--- config.mk ---
export PLATFORM = sky130hd
export DESIGN_NAME = lsc_top
export DESIGN_NICKNAME = d
export VERILOG_FILES = /design/src/pkg/lsc_pkg.sv /design/src/verilog/lsc_top.sv
export SDC_FILE = /design/constraint.sdc
export NUM_CORES = 1
export LEC_CHECK = 0
export BUFFER_PORTS_ARGS = -buffer_cell sky130_fd_sc_hd__buf_2
export CELL_PAD_IN_SITES_DETAIL_PLACEMENT = 1
export CELL_PAD_IN_SITES_GLOBAL_PLACEMENT = 1
export CORE_MARGIN = 4
export CORE_UTILIZATION = 31
export CTS_BUF_LIST = sky130_fd_sc_hd__clkbuf_8 sky130_fd_sc_hd__clkbuf_16
export CTS_CLUSTER_SIZE = 14
export DETAILED_ROUTE_END_ITERATION = 8
export PLACE_DENSITY = 0.79
export SLEW_MARGIN = 10
export SYNTH_ARGS = -nofsm -noshare
export SYNTH_HDL_FRONTEND = slang
export SYNTH_SLANG_ARGS = --single-unit
--- constraint.sdc ---
create_clock -name SYS_CLK_I -period 2.45 [get_ports SYS_CLK_I]
set_input_delay 0.1225 -clock SYS_CLK_I [delete_from_list [all_inputs] [get_ports SYS_CLK_I]]
set_output_delay 0.1225 -clock SYS_CLK_I [all_outputs]
set_load 0.01 [all_outputs]
--- src/pkg/lsc_pkg.sv ---
// package for the serial controller status-clear and transmit-control block
package lsc_pkg;
  // ==========================================
  // register byte offsets
  localparam logic [7:0] OFF_RX_ERROR_CLEAR_LOW = 8'h90;
  localparam logic [7:0] OFF_STATUS_CLEAR_HIGH = 8'h94;
  localparam logic [7:0] OFF_SCHED_COMPARE_LOW = 8'h98;
  localparam logic [7:0] OFF_SCHED_COMPARE_HIGH = 8'h9c;
  localparam logic [7:0] OFF_TRANSMIT_CONTROL_LOW = 8'hd8;
  // ==========================================
  // field positions
  localparam int RXBE_WIDTH = 12;
  localparam int BIT_CLR_TXEF = 13;
  localparam int BIT_CLR_RXFF = 12;
  localparam int BIT_CLR_ROVE = 11;
  localparam int BIT_CLR_FCSE = 10;
  localparam int BIT_CLR_SRF = 9;
  localparam int BIT_CLR_PIE = 8;
  localparam int BIT_CLR_BFE = 7;
  localparam int BIT_CLR_SFE = 6;
  localparam int BIT_SLEC = 7;
  localparam int BIT_SLRT = 6;
  localparam int BIT_FRQ = 5;
  localparam int BIT_TRQ = 4;
  // ==========================================
  // reset values and limits
  localparam logic [7:0] TCTL_RESET = 8'h00;
  localparam logic [15:0] CMP_RESET = 16'h0000;
  localparam logic [15:0] CMP_HIGH_VALUE = 16'h0000;
  localparam logic [3:0] LIN_LEN_MIN = 4'h2;
  localparam logic [3:0] LIN_LEN_MAX = 4'ha;
  localparam logic [31:0] UNMAPPED_READ = 32'h00000000;
  // ==========================================
  // operating modes
  typedef enum logic [1:0] {
    MODE_UART_THROUGH = 2'b00,
    MODE_UART_BUFFER = 2'b01,
    MODE_LIN_MASTER = 2'b10,
    MODE_OTHER = 2'b11
  } lsc_mode_type;
  // status flags kept by this block
  typedef struct packed {
    logic [11:0] rx_buffer_error_flags;
    logic tx_buffer_empty_flag;
    logic rx_buffer_full_flag;
    logic rx_overflow_flag;
    logic checksum_error_flag;
    logic scheduler_ready_flag;
    logic prep_incomplete_error;
    logic break_field_error;
    logic sync_field_error;
  } lsc_flags_type;
  // controls seen by the frame engine
  typedef struct packed {
    logic enhanced_checksum_select;
    logic master_direction_select;
    logic first_request_control;
    logic transmit_request;
    logic [3:0] transmit_length;
  } lsc_tctl_type;
endpackage

--- src/verilog/lsc_top.sv ---
// status-clear, scheduler compare and transmit-control logic of the serial controller
`timescale 1ns/1ps
// How it works
// - a one in low clear bits 11..0 clears that rx buffer error flag
// - clear registers take 16-bit writes only; their reads are undefined (zero here)
// - high clear bit 13 clears the tx buffer empty flag
// - high clear bit 12 clears the rx buffer full flag
// - high clear bit 11 clears the rx overflow flag
// - high clear bit 10 clears the checksum error flag
// - high clear bit 9 clears the scheduler ready flag
// - high clear bit 8 clears the preparation incomplete error
// - high clear bit 7 clears the break field error
// - high clear bit 6 clears the sync field error
// - at lin master frame start compare loads free count plus slot length
// - transmit control clears on reset and when power bit is low
// - bit 7 picks classic or enhanced checksum
// - checksum type only matters while auto checksum is on
// - bit 6 picks master tx or rx, only in lin master mode
// - in scheduled mode bit 5 clear waits for scheduler event, set starts at once if idle
// - first request while pending behaves as if clear
// - transmit request self-clears on start; writing zero does nothing
// - lin master request starts a frame even in receive direction
// - lin length outside 2..10 raises preparation incomplete error
module lsc_top #(
  parameter int COUNT_W = 16
) (
  input wire logic SYS_CLK_I,
  input wire logic SYS_RST_I,
  input wire logic [7:0] ADR_I,
  input wire logic [31:0] DAT_I,
  output logic [31:0] DAT_O,
  input wire logic [3:0] SEL_I,
  input wire logic WE_I,
  input wire logic CYC_I,
  input wire logic STB_I,
  output logic ACK_O,
  input wire logic POWER_I,
  input wire logic [1:0] MODE_I,
  input wire logic AUTO_CHECKSUM_I,
  input wire logic SCHED_ENABLE_I,
  input wire logic AUTO_FRAME_I,
  input wire logic SCHED_EVENT_I,
  input wire logic [COUNT_W-1:0] FREE_COUNT_I,
  input wire logic [COUNT_W-1:0] SLOT_LENGTH_I,
  input wire logic [11:0] RX_ERR_SET_I,
  input wire logic [7:0] STATUS_SET_I,
  output lsc_pkg::lsc_flags_type FLAGS_O,
  output logic FRAME_START_O,
  output logic PENDING_O,
  output logic ENHANCED_CHECKSUM_O,
  output logic RX_DIRECTION_O,
  output lsc_pkg::lsc_tctl_type TCTL_O
);

  // ==========================================
  // bus decode
  wire logic req = CYC_I & STB_I & ~ACK_O;
  wire logic half_low = SEL_I[0] & SEL_I[1];
  // a write lands at the edge where the master samples ack, not at the request edge
  wire logic wr = CYC_I & STB_I & ACK_O & WE_I & half_low;
  wire logic hit_cll = ADR_I == lsc_pkg::OFF_RX_ERROR_CLEAR_LOW;
  wire logic hit_clh = ADR_I == lsc_pkg::OFF_STATUS_CLEAR_HIGH;
  wire logic hit_cmpl = ADR_I == lsc_pkg::OFF_SCHED_COMPARE_LOW;
  wire logic hit_cmph = ADR_I == lsc_pkg::OFF_SCHED_COMPARE_HIGH;
  wire logic hit_tctl = ADR_I == lsc_pkg::OFF_TRANSMIT_CONTROL_LOW;
  // byte-only writes are dropped since the registers take halfwords
  wire logic wr_cll = wr & hit_cll;
  wire logic wr_clh = wr & hit_clh;
  wire logic wr_tctl = wr & hit_tctl;

  // ==========================================
  // state
  logic [11:0] rxbe_r;
  logic [7:0] stat_r;
  logic [15:0] cmp_r;
  logic [7:0] tctl_r;
  logic pending_r;
  logic ack_r;
  logic [31:0] dat_r;
  logic frame_start_r;
  logic [7:0] tctl_nxt;
  logic [15:0] cmp_nxt;
  logic [11:0] rxbe_nxt;
  logic [7:0] stat_nxt;
  logic pending_nxt;
  logic [31:0] dat_nxt;

  // ==========================================
  // mode qualifiers
  wire logic lin_master = MODE_I == lsc_pkg::MODE_LIN_MASTER;
  wire logic through_mode = MODE_I == lsc_pkg::MODE_UART_THROUGH;
  wire logic scheduled = lin_master & SCHED_ENABLE_I & AUTO_FRAME_I;
  wire logic trq = tctl_r[lsc_pkg::BIT_TRQ];
  wire logic frq = tctl_r[lsc_pkg::BIT_FRQ];
  wire logic [3:0] tlg = tctl_r[3:0];
  // through mode never starts a frame; software keeps the request low there
  wire logic req_live = trq & ~through_mode;
  // in scheduled mode immediate start only with no frame pending, else wait for the event
  wire logic go_now = frq & scheduled & ~pending_r;
  wire logic go_event = SCHED_EVENT_I | ~scheduled;
  // direction does not gate the start in lin master mode
  // no start while power is off, so a start never outlives the forced clear
  wire logic start = req_live & POWER_I & (go_now | go_event);
  wire logic len_bad = lin_master & ((tlg < lsc_pkg::LIN_LEN_MIN) | (tlg > lsc_pkg::LIN_LEN_MAX));
  wire logic prep_err = start & len_bad;
  wire logic [COUNT_W-1:0] cmp_sum = FREE_COUNT_I + SLOT_LENGTH_I;

  // ==========================================
  // next state of flags: set wins over a clear in the same cycle
  always_comb begin
    rxbe_nxt = rxbe_r;
    stat_nxt = stat_r;
    if (wr_cll) begin
      rxbe_nxt = rxbe_r & ~DAT_I[lsc_pkg::RXBE_WIDTH-1:0];
    end
    if (wr_clh) begin
      stat_nxt = stat_r & ~DAT_I[lsc_pkg::BIT_CLR_TXEF:lsc_pkg::BIT_CLR_SFE];
    end
    rxbe_nxt = rxbe_nxt | RX_ERR_SET_I;
    stat_nxt = stat_nxt | STATUS_SET_I;
    stat_nxt[lsc_pkg::BIT_CLR_PIE-lsc_pkg::BIT_CLR_SFE] =
      stat_nxt[lsc_pkg::BIT_CLR_PIE-lsc_pkg::BIT_CLR_SFE] | prep_err;
  end

  // transmit control next value
  always_comb begin
    tctl_nxt = tctl_r;
    if (wr_tctl) begin
      tctl_nxt[7:5] = DAT_I[7:5];
      tctl_nxt[3:0] = DAT_I[3:0];
      tctl_nxt[lsc_pkg::BIT_TRQ] = trq | DAT_I[lsc_pkg::BIT_TRQ];
    end
    if (start) begin
      tctl_nxt[lsc_pkg::BIT_TRQ] = 1'b0;
    end
    if (!POWER_I) begin
      tctl_nxt = lsc_pkg::TCTL_RESET;
    end
  end

  // pending frame tracks start until the engine-side event clears it
  always_comb begin
    pending_nxt = pending_r;
    if (SCHED_EVENT_I & pending_r) begin
      pending_nxt = 1'b0;
    end
    if (start) begin
      pending_nxt = 1'b1;
    end
    if (!POWER_I) begin
      pending_nxt = 1'b0;
    end
  end

  // compare loads on lin master frame start only
  always_comb begin
    cmp_nxt = cmp_r;
    if (start & lin_master) begin
      cmp_nxt = 16'(cmp_sum);
    end
  end

  // read mux; clear registers read zero as their value is undefined
  always_comb begin
    dat_nxt = lsc_pkg::UNMAPPED_READ;
    if (hit_cmpl) begin
      dat_nxt = {16'h0000, cmp_r};
    end else if (hit_cmph) begin
      dat_nxt = {16'h0000, lsc_pkg::CMP_HIGH_VALUE};
    end else if (hit_tctl) begin
      dat_nxt = {24'h000000, tctl_r};
    end else if (hit_cll | hit_clh) begin
      dat_nxt = lsc_pkg::UNMAPPED_READ;
    end
  end

  // ==========================================
  // registers
  always_ff @(posedge SYS_CLK_I) begin
    if (SYS_RST_I) begin
      rxbe_r <= 12'h000;
      stat_r <= 8'h00;
      cmp_r <= lsc_pkg::CMP_RESET;
      tctl_r <= lsc_pkg::TCTL_RESET;
      pending_r <= 1'b0;
      ack_r <= 1'b0;
      dat_r <= 32'h00000000;
      frame_start_r <= 1'b0;
    end else begin
      rxbe_r <= rxbe_nxt;
      stat_r <= stat_nxt;
      cmp_r <= cmp_nxt;
      tctl_r <= tctl_nxt;
      pending_r <= pending_nxt;
      ack_r <= req;
      dat_r <= dat_nxt;
      frame_start_r <= start;
    end
  end

  // ==========================================
  // outputs
  assign ACK_O = ack_r;
  assign DAT_O = dat_r;
  assign FRAME_START_O = frame_start_r;
  assign PENDING_O = pending_r;
  // checksum type matters only with auto checksum on
  assign ENHANCED_CHECKSUM_O = tctl_r[lsc_pkg::BIT_SLEC] & AUTO_CHECKSUM_I;
  // direction honoured only in lin master mode
  assign RX_DIRECTION_O = tctl_r[lsc_pkg::BIT_SLRT] & lin_master;
  assign TCTL_O = tctl_r;
  assign FLAGS_O = {rxbe_r, stat_r};

endmodule
==> summary.txt, run 1 <==
========================================================================================
Fin nets                                                                             642
Leakage power figure                                                          0.00201 uW
Most used flip-flop cell after synthesis                                         dfxtp_1
Number of input and output port buffers inserted                                     136
Number of buffers on the longest clock path                                            2
Synth Instances                                                                      366
Remaining global-route overflow                                                        0
Run status                                                                     completed
Count of warnings emitted by yosys                                                     0
Total wirelength of the detailed-routed design                                  10200 um
Portion of the clock cycle consumed by the worst path in the final layout          81.3%
Final routed wire length divided by cell count                                   15.6 um
Number of buffers added by the clock tree synthesis step                               9
Clock transition at path regs                                                    0.07 ns
Effective utilization at floorplan                                                 31.9%
Post-place setup slack                                                          0.184 ns
Antenna violations before repair                                                       0
Max-slew violation total from the final report                                         0
Share of Yosys cell area claimed by the top area cell type                         40.3%
DRC violation total after the first TritonRoute iteration                            130
Wire length of the first global-routing pass                                    15500 um
Cell types with the highest counts after synthesis                          63 x dfxtp_1, 47 x nor2_1, 44 x nand2_1
CTS hold repair buffers                                                               15
Count of distinct cell types in the synthesized netlist                               54
Critical path data required time                                                 2.66 ns
Number of cells on the worst hold path                                                 3
Root buffer cell                                                                clkbuf_8
Measured slew at the worst slew-check pin                                       0.558 ns
Top cells by area in the synthesized netlist                                dfxtp_1 40%, ha_1 6.0%, a21oi_1 5.9%, nor2_1 5.6%, nand2_1 5.3%
Time the final worst path needs with I/O delays and setup                        1.99 ns
Via count of the routed design                                                      3185
Clock sinks                                                                           63
Post-detail-place hpwl                                                           7770 um
Reg-to-reg critical path startpoint                                                ACK_O
Largest vdd supply drop                                                           240 uV
Most common cell in the synthesized netlist                                      dfxtp_1
Inserted Diodes                                                                        0
Cell area power density                                                      590 mW/mm^2
Horizontal die dimension                                                          109 um
Total setup violations reported at the end of the flow                                 0
Largest clock skew in the final design                                        0.00831 ns
CTS tree                                                                             yes
Setup crit start kind                                                               flop
GPL Wtd Cong                                                                       0.740
Endpoint arrival time on the critical path                                       2.20 ns
CP max FO                                                                              8
Number of synthesized flops with an enable pin                                         0
Classification of the worst-slack hold path                                 primary input to flop
Share of flip-flops with an asynchronous set or reset                                 0%
Overall Global Routing Usage                                                       16.9%
Setup total negative slack                                                          0 ns
Total core area                                                             0.00982 sq mm
Max-Slew Margin vs Limit                                                           62.6%
Min setup slack post-route                                                      0.459 ns
Total of cells resized after clock tree synthesis                                      0
Type of the setup path with the least slack                                 flop to flop
Post-detailed-route via-to-cell ratio                                               4.86
# Max-Cap Violations                                                                   0
Avg Cell Area, Syn                                                            8.56 sq um
Area leader, netlist                                                             dfxtp_1
Maximum number of pins on one net before global-route repair                          52
Area enclosed by the die boundary                                           0.0118 sq mm
Number of placed I/O pins                                                            173
Number of routed nets with antenna violations                                          0
Mapped Area                                                                 0.00313 sq mm
Peak clock frequency supported by timing                                         502 MHz
Launch instance of the worst min-delay path                                 STATUS_SET_I[2]
Clock latency on the worst-skew pair                                             0.34 ns
Number of global-route vias before repair                                           3214
Setup repair after global routing missed its margin                                false
Seq/Total Area, Yosys                                                              40.3%
Setup repair bufs after CTS                                                            0
Fin. Hold Viols                                                                        0
DR pass1 iterations                                                                    4
Total DRC errors in the routed layout                                                  0
Post-Route Utilization                                                             43.5%
Overall die height                                                                109 um
Minimum setup slack among reg-to-reg paths                                       0.46 ns
Critical R2R Capture                                                           stat_r[2]
Layout cells sized above 1                                                         30.8%
Cell row count                                                                        36
CP endpoint kind                                                                    flop
Number of storage elements in the synthesis netlist                                   63
Worst min-delay path endpoint                                                  stat_r[2]
H-tree depth                                                                           3
R2r worst-path depth                                                                   6
Synthesis-to-layout area growth                                                    36.5%
========================================================================================
-- logic make-up after synthesis --
family	Yosys count	share of synthesized area (%)
AOI/OAI and AO/OA	78	15.8
xor gates and xnor gates	5	1.40
adders and majority gates	16	6.63
buffers and inverters	34	6.27
DFF	63	40.3
muxes	16	5.11
other	1	0.120
and+or+nand+nor	153	24.4
-- where the power goes --
part	switching, uW	internal, uW
clock	410	670
sequential	13.1	1050
combinational	207	173
-- metrics by stage --
stage               power (uW)  hold slack (ns)  std cells  area [sq um]
finish                    2520           0.0134        656          4280
CTS                       2540          0.00147        656          4280
global placement          1430            0.327        625          3890
global route              2630           0.0131        656          4280
detailed placement        1440            0.338        625          3890
floorplan                 1310            0.240        381          3190
-- registers in the layout (all words and copies together) (netlist names) --
register,cells
DAT_O,16
cmp_r,16
rxbe_r,12
TCTL_O,8
stat_r,8
ACK_O,1
FRAME_START_O,1
PENDING_O,1
-- layout by cell type (no fill, tap or decap), types with 5 or more instances in the layout --
master	synthesis	final
a21o_1	5	5
a21oi_1	37	37
and2_1	11	11
buf_2	1	136
clkbuf_8	0	9
conb_1	1	16
dfxtp_1	63	63
dlygate4sd3_1	0	15
ha_1	15	15
inv_1	5	6
mux2i_1	16	16
nand2_1	44	44
nand2b_1	6	6
nand3_1	6	6
nand3b_1	7	7
nor2_1	47	47
nor3_1	7	7
o21ai_0	7	7
or3_1	5	5
-- cell type report --
cell class | instances | area (sq um)
flip-flops and latches | 63 | 1260
fillers | 1249 | 5540
clock inverters | 7 | 113
well taps | 133 | 166
repair buffers | 155 | 861
multi-input cells | 284 | 1730
clock buffers | 9 | 124
inverters | 5 | 18.8
-- metal layers --
layer	vias to the layer above	track usage (%)	wire (um)
met5	-	0	0
met4	0	8.48	346
met3	27	3.28	516
met2	105	30.2	5210
met1	1495	19.1	4160
li1	1558	-	-
-- worst max-delay path by stage --
stage / endpoint / slack [ns] / from / cells past startpoint
2_1_floorplan: stat_r[2] / 0.56 / ADR_I[1] / 6
3_3_place_gp: stat_r[2] / 0.27 / ADR_I[1] / 7
3_5_place_dp: cmp_r[14] / 0.18 / FREE_COUNT_I[5] / 8
4_1_cts: stat_r[2] / 0.42 / ACK_O / 6
5_1_grt: cmp_r[14] / 0.24 / FREE_COUNT_I[5] / 8
6_report: stat_r[2] / 0.46 / ACK_O / 6
-- worst max-delay path, cell delays in order, from the launching register on --
cell and delay (ns):
dfxtp_1 0.37, nand4_1 0.10, or4_4 0.46, nor4b_4 0.52, nand2_1 0.11, a221oi_1 0.25, nor2_1 0.07
Power figures use the tool's default switching activity.
==> inputs of run 2 (changes only) <==
clock period = 2.05 ns   (was 2.45 ns; I/O delays follow)
==> summary.txt, run 2 (same netlist as run 1, synthesis figures left out) <==
========================================================================================
Run status                                                                     completed
Final routed wire length divided by cell count                                   15.8 um
Endpoint arrival time on the critical path                                       2.08 ns
CP endpoint kind                                                                    flop
Antenna violations before repair                                                       0
Area used by sequential logic in the layout                                 0.00126 sq mm
Post-detail-place hpwl                                                           8060 um
Area of the multi-input gates                                               0.00173 sq mm
Root buffer cell                                                                clkbuf_8
Area enclosed by the die boundary                                           0.0118 sq mm
Sum of internal, switching and leakage power                                     2730 uW
Number of placed I/O pins                                                            173
Family with the most delay on the worst path                                simple AND/OR/NAND/NOR gates
DR pass1 iterations                                                                    4
Reg-to-reg critical path startpoint                                                ACK_O
Setup total negative slack                                                          0 ns
Max-Slew Margin vs Limit                                                           65.2%
Clock latency on the worst-skew pair                                             0.35 ns
Via count of the routed design                                                      3299
Type of the setup path with the least slack                                 flop to flop
CTS tree                                                                             yes
Maximum number of pins on one net before global-route repair                          52
Post-Route Utilization                                                             45.0%
Critical path data required time                                                 2.26 ns
Effective utilization at floorplan                                                 31.9%
R2r worst-path depth                                                                   7
Most frequent standard cell in the layout excluding fill and tap cells             buf_2
Remaining global-route overflow                                                        0
Launch instance of the worst min-delay path                                     DAT_I[0]
Minimum setup slack among reg-to-reg paths                                       0.18 ns
Total wirelength of the detailed-routed design                                  10800 um
Fin. Hold Viols                                                                        0
Classification of the worst-slack hold path                                 primary input to flop
Number of input and output port buffers inserted                                     136
Horizontal die dimension                                                          109 um
Overall die height                                                                109 um
CP peak stage delay                                                              0.47 ns
Setup repair after global routing missed its margin                                false
Crit path cell chain                                                        nand4_1 > or4_4 > nor4b_4 > buf_4 > nand2_1 > a221oi_1 > nor2_1
CP max FO                                                                              8
Number of routed nets with antenna violations                                          0
Leakage power figure                                                          0.00210 uW
Layout cells sized above 1                                                         33.2%
Commonest cells after routing, fill and taps aside                          136 x buf_2, 63 x dfxtp_1, 47 x nor2_1, 44 x nand2_1, 37 x a21oi_1
# Max-Cap Violations                                                                   0
Clock sinks                                                                           63
Number of buffers added by the clock tree synthesis step                               9
Setup crit start kind                                                               flop
Cell area power density                                                      619 mW/mm^2
Number of global-route vias before repair                                           3498
Clock transition at path regs                                                    0.07 ns
Peak clock frequency supported by timing                                         534 MHz
Synthesis-to-layout area growth                                                    40.9%
Critical path depth in cells                                                           7
Post-detailed-route via-to-cell ratio                                               4.84
GPL Wtd Cong                                                                       0.744
Largest vdd supply drop                                                           254 uV
Total setup violations reported at the end of the flow                                 0
Number of cells on the worst hold path                                                 3
Overall Global Routing Usage                                                       17.9%
DRC violation total after the first TritonRoute iteration                            131
Hold slack final                                                               0.0278 ns
H-tree depth                                                                           3
Largest clock skew in the final design                                         0.0153 ns
Number of buffers on the longest clock path                                            2
Count of buffering cells on the critical path with inverters included                  1
Portion of the clock cycle consumed by the worst path in the final layout          91.4%
Crit-path slowest cell                                                             or4_4
Time the final worst path needs with I/O delays and setup                        1.87 ns
Measured slew at the worst slew-check pin                                       0.522 ns
Total DRC errors in the routed layout                                                  0
Filler Cells Inserted                                                               1266
Number of cells in the design after placement                                        646
Cell row count                                                                        36
Max-slew violation total from the final report                                         0
Critical R2R Capture                                                           stat_r[2]
Total of cells resized after clock tree synthesis                                      0
Worst min-delay path endpoint                                                  TCTL_O[0]
Fin nets                                                                             667
Total core area                                                             0.00982 sq mm
Wire length of the first global-routing pass                                    16600 um
Count of non-filler cells in the finished layout                                     682
========================================================================================
[run 2: how the worst max path moves through the flow]
stage | from | end | slack [ns]
after global routing | ACK_O | stat_r[2] | 0.03
after CTS | ACK_O | stat_r[2] | 0.16
after global placement | FREE_COUNT_I[2] | cmp_r[15] | 0.008
after detailed placement | ADR_I[1] | stat_r[2] | -0.07
after floorplan | ADR_I[1] | stat_r[2] | 0.18
final | ACK_O | stat_r[2] | 0.18
[run 2: routing by layer]
| layer | track usage, % | part of all wire (%) |
|---|---|---|
| met3 | 3.82 | 5.4 |
| met1 | 20.1 | 39 |
| met4 | 7.39 | 2.5 |
| met5 | 0 | 0 |
| met2 | 32.5 | 53 |
[run 2: where the power goes]
group          internal, uW  switching (uW)
registers              1250            15.6
clock network           464             493
logic                   246             262
total                  1960             771
[run 2: what timing repair did]
| item | 4_1_cts | 5_1_grt |
|---|---|---|
| hold endpoints to repair | 19 | 0 |
| hold buffers | 19 | 0 |
| setup buffers | 0 | 0 |
[run 2: per-stage QoR]
stage | worst slack [ns] | instance area (sq um)
after floorplan | 0.177 | 3190
after global placement | 0.00847 | 4050
after detailed placement | -0.0716 | 4050
after CTS | 0.163 | 4410
after global routing | 0.0337 | 4410
final | 0.177 | 4410
[run 2: worst min-delay path: stages]
cell and delay, ns:
buf_2 0.09, mux2i_1 0.06, nor2_1 0.08
[run 2: cell type report]
type / count / area share, %
inverter: 5 / 0.425
sequential: 63 / 28.6
clock buffer: 10 / 3.12
antenna: 1 / 0.0567
clock inverter: 6 / 0.850
timing repair buffer: 180 / 24.0
multi-input combinational: 284 / 39.2
tap: 133 / 3.77
==> inputs of run 3 (changes only) <==
CELL_PAD_IN_SITES_DETAIL_PLACEMENT = unset   (was 1)
CELL_PAD_IN_SITES_GLOBAL_PLACEMENT = unset   (was 1)
CORE_UTILIZATION = 45   (was 31)
GPL_TIMING_DRIVEN = 1   (was unset)
PLACE_DENSITY = 0.8   (was 0.79)
clock period = 2.12 ns   (was 2.05 ns; I/O delays follow)
==> summary.txt, run 3 (same netlist as run 1, synthesis figures left out) <==
========================================================================================
Layout cells sized above 1                                                         31.3%
Crit path cell chain                                                        nand4_1 > or4_4 > nor4_2 > buf_4 > nand2_1 > a21oi_1 > nor2_1
Number of buffers added by the clock tree synthesis step                               9
Clock sinks                                                                           63
DRC violation total after the first TritonRoute iteration                            206
Effective utilization at floorplan                                                 46.1%
Setup repair after global routing missed its margin                                false
Number of global-route vias before repair                                           2983
Antenna violations before repair                                                       0
Run status                                                                     completed
Setup total negative slack                                                          0 ns
Measured slew at the worst slew-check pin                                       0.500 ns
Synthesis-to-layout area growth                                                    38.3%
Post-detailed-route via-to-cell ratio                                               5.01
Classification of the worst-slack hold path                                 primary input to flop
Peak-usage layer in the global routing report                                       met2
CP max FO                                                                             12
Wire length of the first global-routing pass                                    14100 um
Number of cells on the worst hold path                                                 3
Setup crit start kind                                                               flop
Max-slew violation total from the final report                                         0
Endpoint arrival time on the critical path                                       2.05 ns
Portion of the clock cycle consumed by the worst path in the final layout          86.9%
Fin. Hold Viols                                                                        0
Family with the most delay on the worst path                                simple AND/OR/NAND/NOR gates
DR pass1 iterations                                                                    5
Maximum number of pins on one net before global-route repair                          52
Cell row count                                                                        30
Inserted Diodes                                                                        0
Most frequent standard cell in the layout excluding fill and tap cells             buf_2
Largest clock skew in the final design                                         0.0104 ns
Met2 global-route usage                                                            35.3%
Critical path data required time                                                 2.33 ns
Remaining global-route overflow                                                        0
Via count of the routed design                                                      3154
Final routed wire length divided by cell count                                   14.2 um
Total setup violations reported at the end of the flow                                 0
Overall die height                                                               91.4 um
Area enclosed by the die boundary                                           0.00836 sq mm
Fin nets                                                                             653
Number of placed I/O pins                                                            173
Clock transition at path regs                                                    0.07 ns
H-tree depth                                                                           3
Overall Global Routing Usage                                                       21.0%
Met3 global-route usage                                                            4.89%
GPL Wtd Cong                                                                       0.855
Total of cells resized after clock tree synthesis                                      0
Count of buffering cells on the critical path with inverters included                  1
Sum of internal, switching and leakage power                                     2860 uW
Total core area                                                             0.00679 sq mm
Type of the setup path with the least slack                                 flop to flop
Horizontal die dimension                                                         91.4 um
Total wirelength of the detailed-routed design                                   8930 um
Filler Cells Inserted                                                                546
Root buffer cell                                                                clkbuf_8
R2r worst-path depth                                                                   7
Time the final worst path needs with I/O delays and setup                        1.84 ns
Crit-path slowest cell                                                             or4_4
Max-Slew Margin vs Limit                                                           66.6%
# Max-Cap Violations                                                                   0
Critical path depth in cells                                                           7
Total DRC errors in the routed layout                                                  0
Number of input and output port buffers inserted                                     136
Number of buffers on the longest clock path                                            2
Peak clock frequency supported by timing                                         543 MHz
Largest vdd supply drop                                                           310 uV
Number of routed nets with antenna violations                                          0
CP endpoint kind                                                                    flop
Cell area power density                                                      660 mW/mm^2
CP peak stage delay                                                              0.47 ns
Clock latency on the worst-skew pair                                             0.35 ns
GR met1 Demand/Resource                                                            24.5%
Post-detail-place hpwl                                                           6430 um
Leakage power figure                                                          0.00205 uW
Commonest cells after routing, fill and taps aside                          136 x buf_2, 63 x dfxtp_1, 47 x nor2_1, 44 x nand2_1, 37 x a21oi_1
CTS tree                                                                             yes
========================================================================================
## run 3: area by class of cell
type / instances / area [sq um] / share of cell area [%]
clock buffers: 10 / 138 / 3.18
clock inverters: 6 / 92.6 / 2.14
inverters: 5 / 18.8 / 0.433
multi-input cells: 284 / 1730 / 40.0
flip-flops and latches: 63 / 1260 / 29.1
well taps: 96 / 120 / 2.77
repair buffers: 166 / 971 / 22.4
## run 3: what timing repair did
| item | in CTS | in global routing |
|---|---|---|
| buffers inserted | 0 | 0 |
| setup endpoints to repair | 0 | 0 |
| endpoints found under the hold margin | 21 | 0 |
| hold buffers | 21 | 0 |
## run 3: worst paths after layout
| check | start | end | slack (ns) |
|---|---|---|---|
| hold reg to reg | ACK_O | ACK_O | 0.45 |
| setup / recovery | ACK_O | rxbe_r[7] | 0.28 |
| hold / removal | DAT_I[3] | TCTL_O[3] | 0.02 |
| setup reg to reg | ACK_O | rxbe_r[7] | 0.28 |
## run 3: power by group
part / internal (uW) / switching (uW)
Clock: 699 / 488
Combinational: 212 / 233
Sequential: 1210 / 14.5
Total: 2120 / 735
## run 3: stage by stage
| stage | setup WS [ns] | instance area, sq um | hold slack, ns | util [%] | cells |
|---|---|---|---|---|---|
| 3_3_place_gp | 0.0751 | 3890 | 0.309 | 57.3 | 593 |
| 3_5_place_dp | 0.0239 | 3890 | 0.319 | 57.3 | 593 |
| 5_1_grt | 0.158 | 4330 | 0.0149 | 63.8 | 630 |
| 4_1_cts | 0.287 | 4330 | 0.00205 | 63.8 | 630 |
| 2_1_floorplan | 0.244 | 3190 | 0.223 | - | 381 |
| 6_report | 0.279 | 4330 | 0.0210 | 63.8 | 630 |
## run 3: worst register-to-register path: cells and delay by family (launching register included)
family,cells,cell delay [ns]
AOI/OAI and AO/OA,1,0.24
and+or+nand+nor,5,0.90
buffers and inverters,1,0.23
DFF,1,0.35
## run 3: layer usage
metal | wire [um] | share of wire [%] | vias to the layer above
met5 | 0 | 0 | -
met4 | 341 | 3.8 | 0
met3 | 632 | 7.1 | 27
met2 | 4300 | 48 | 136
met1 | 3650 | 41 | 1409
li1 | - | - | 1582
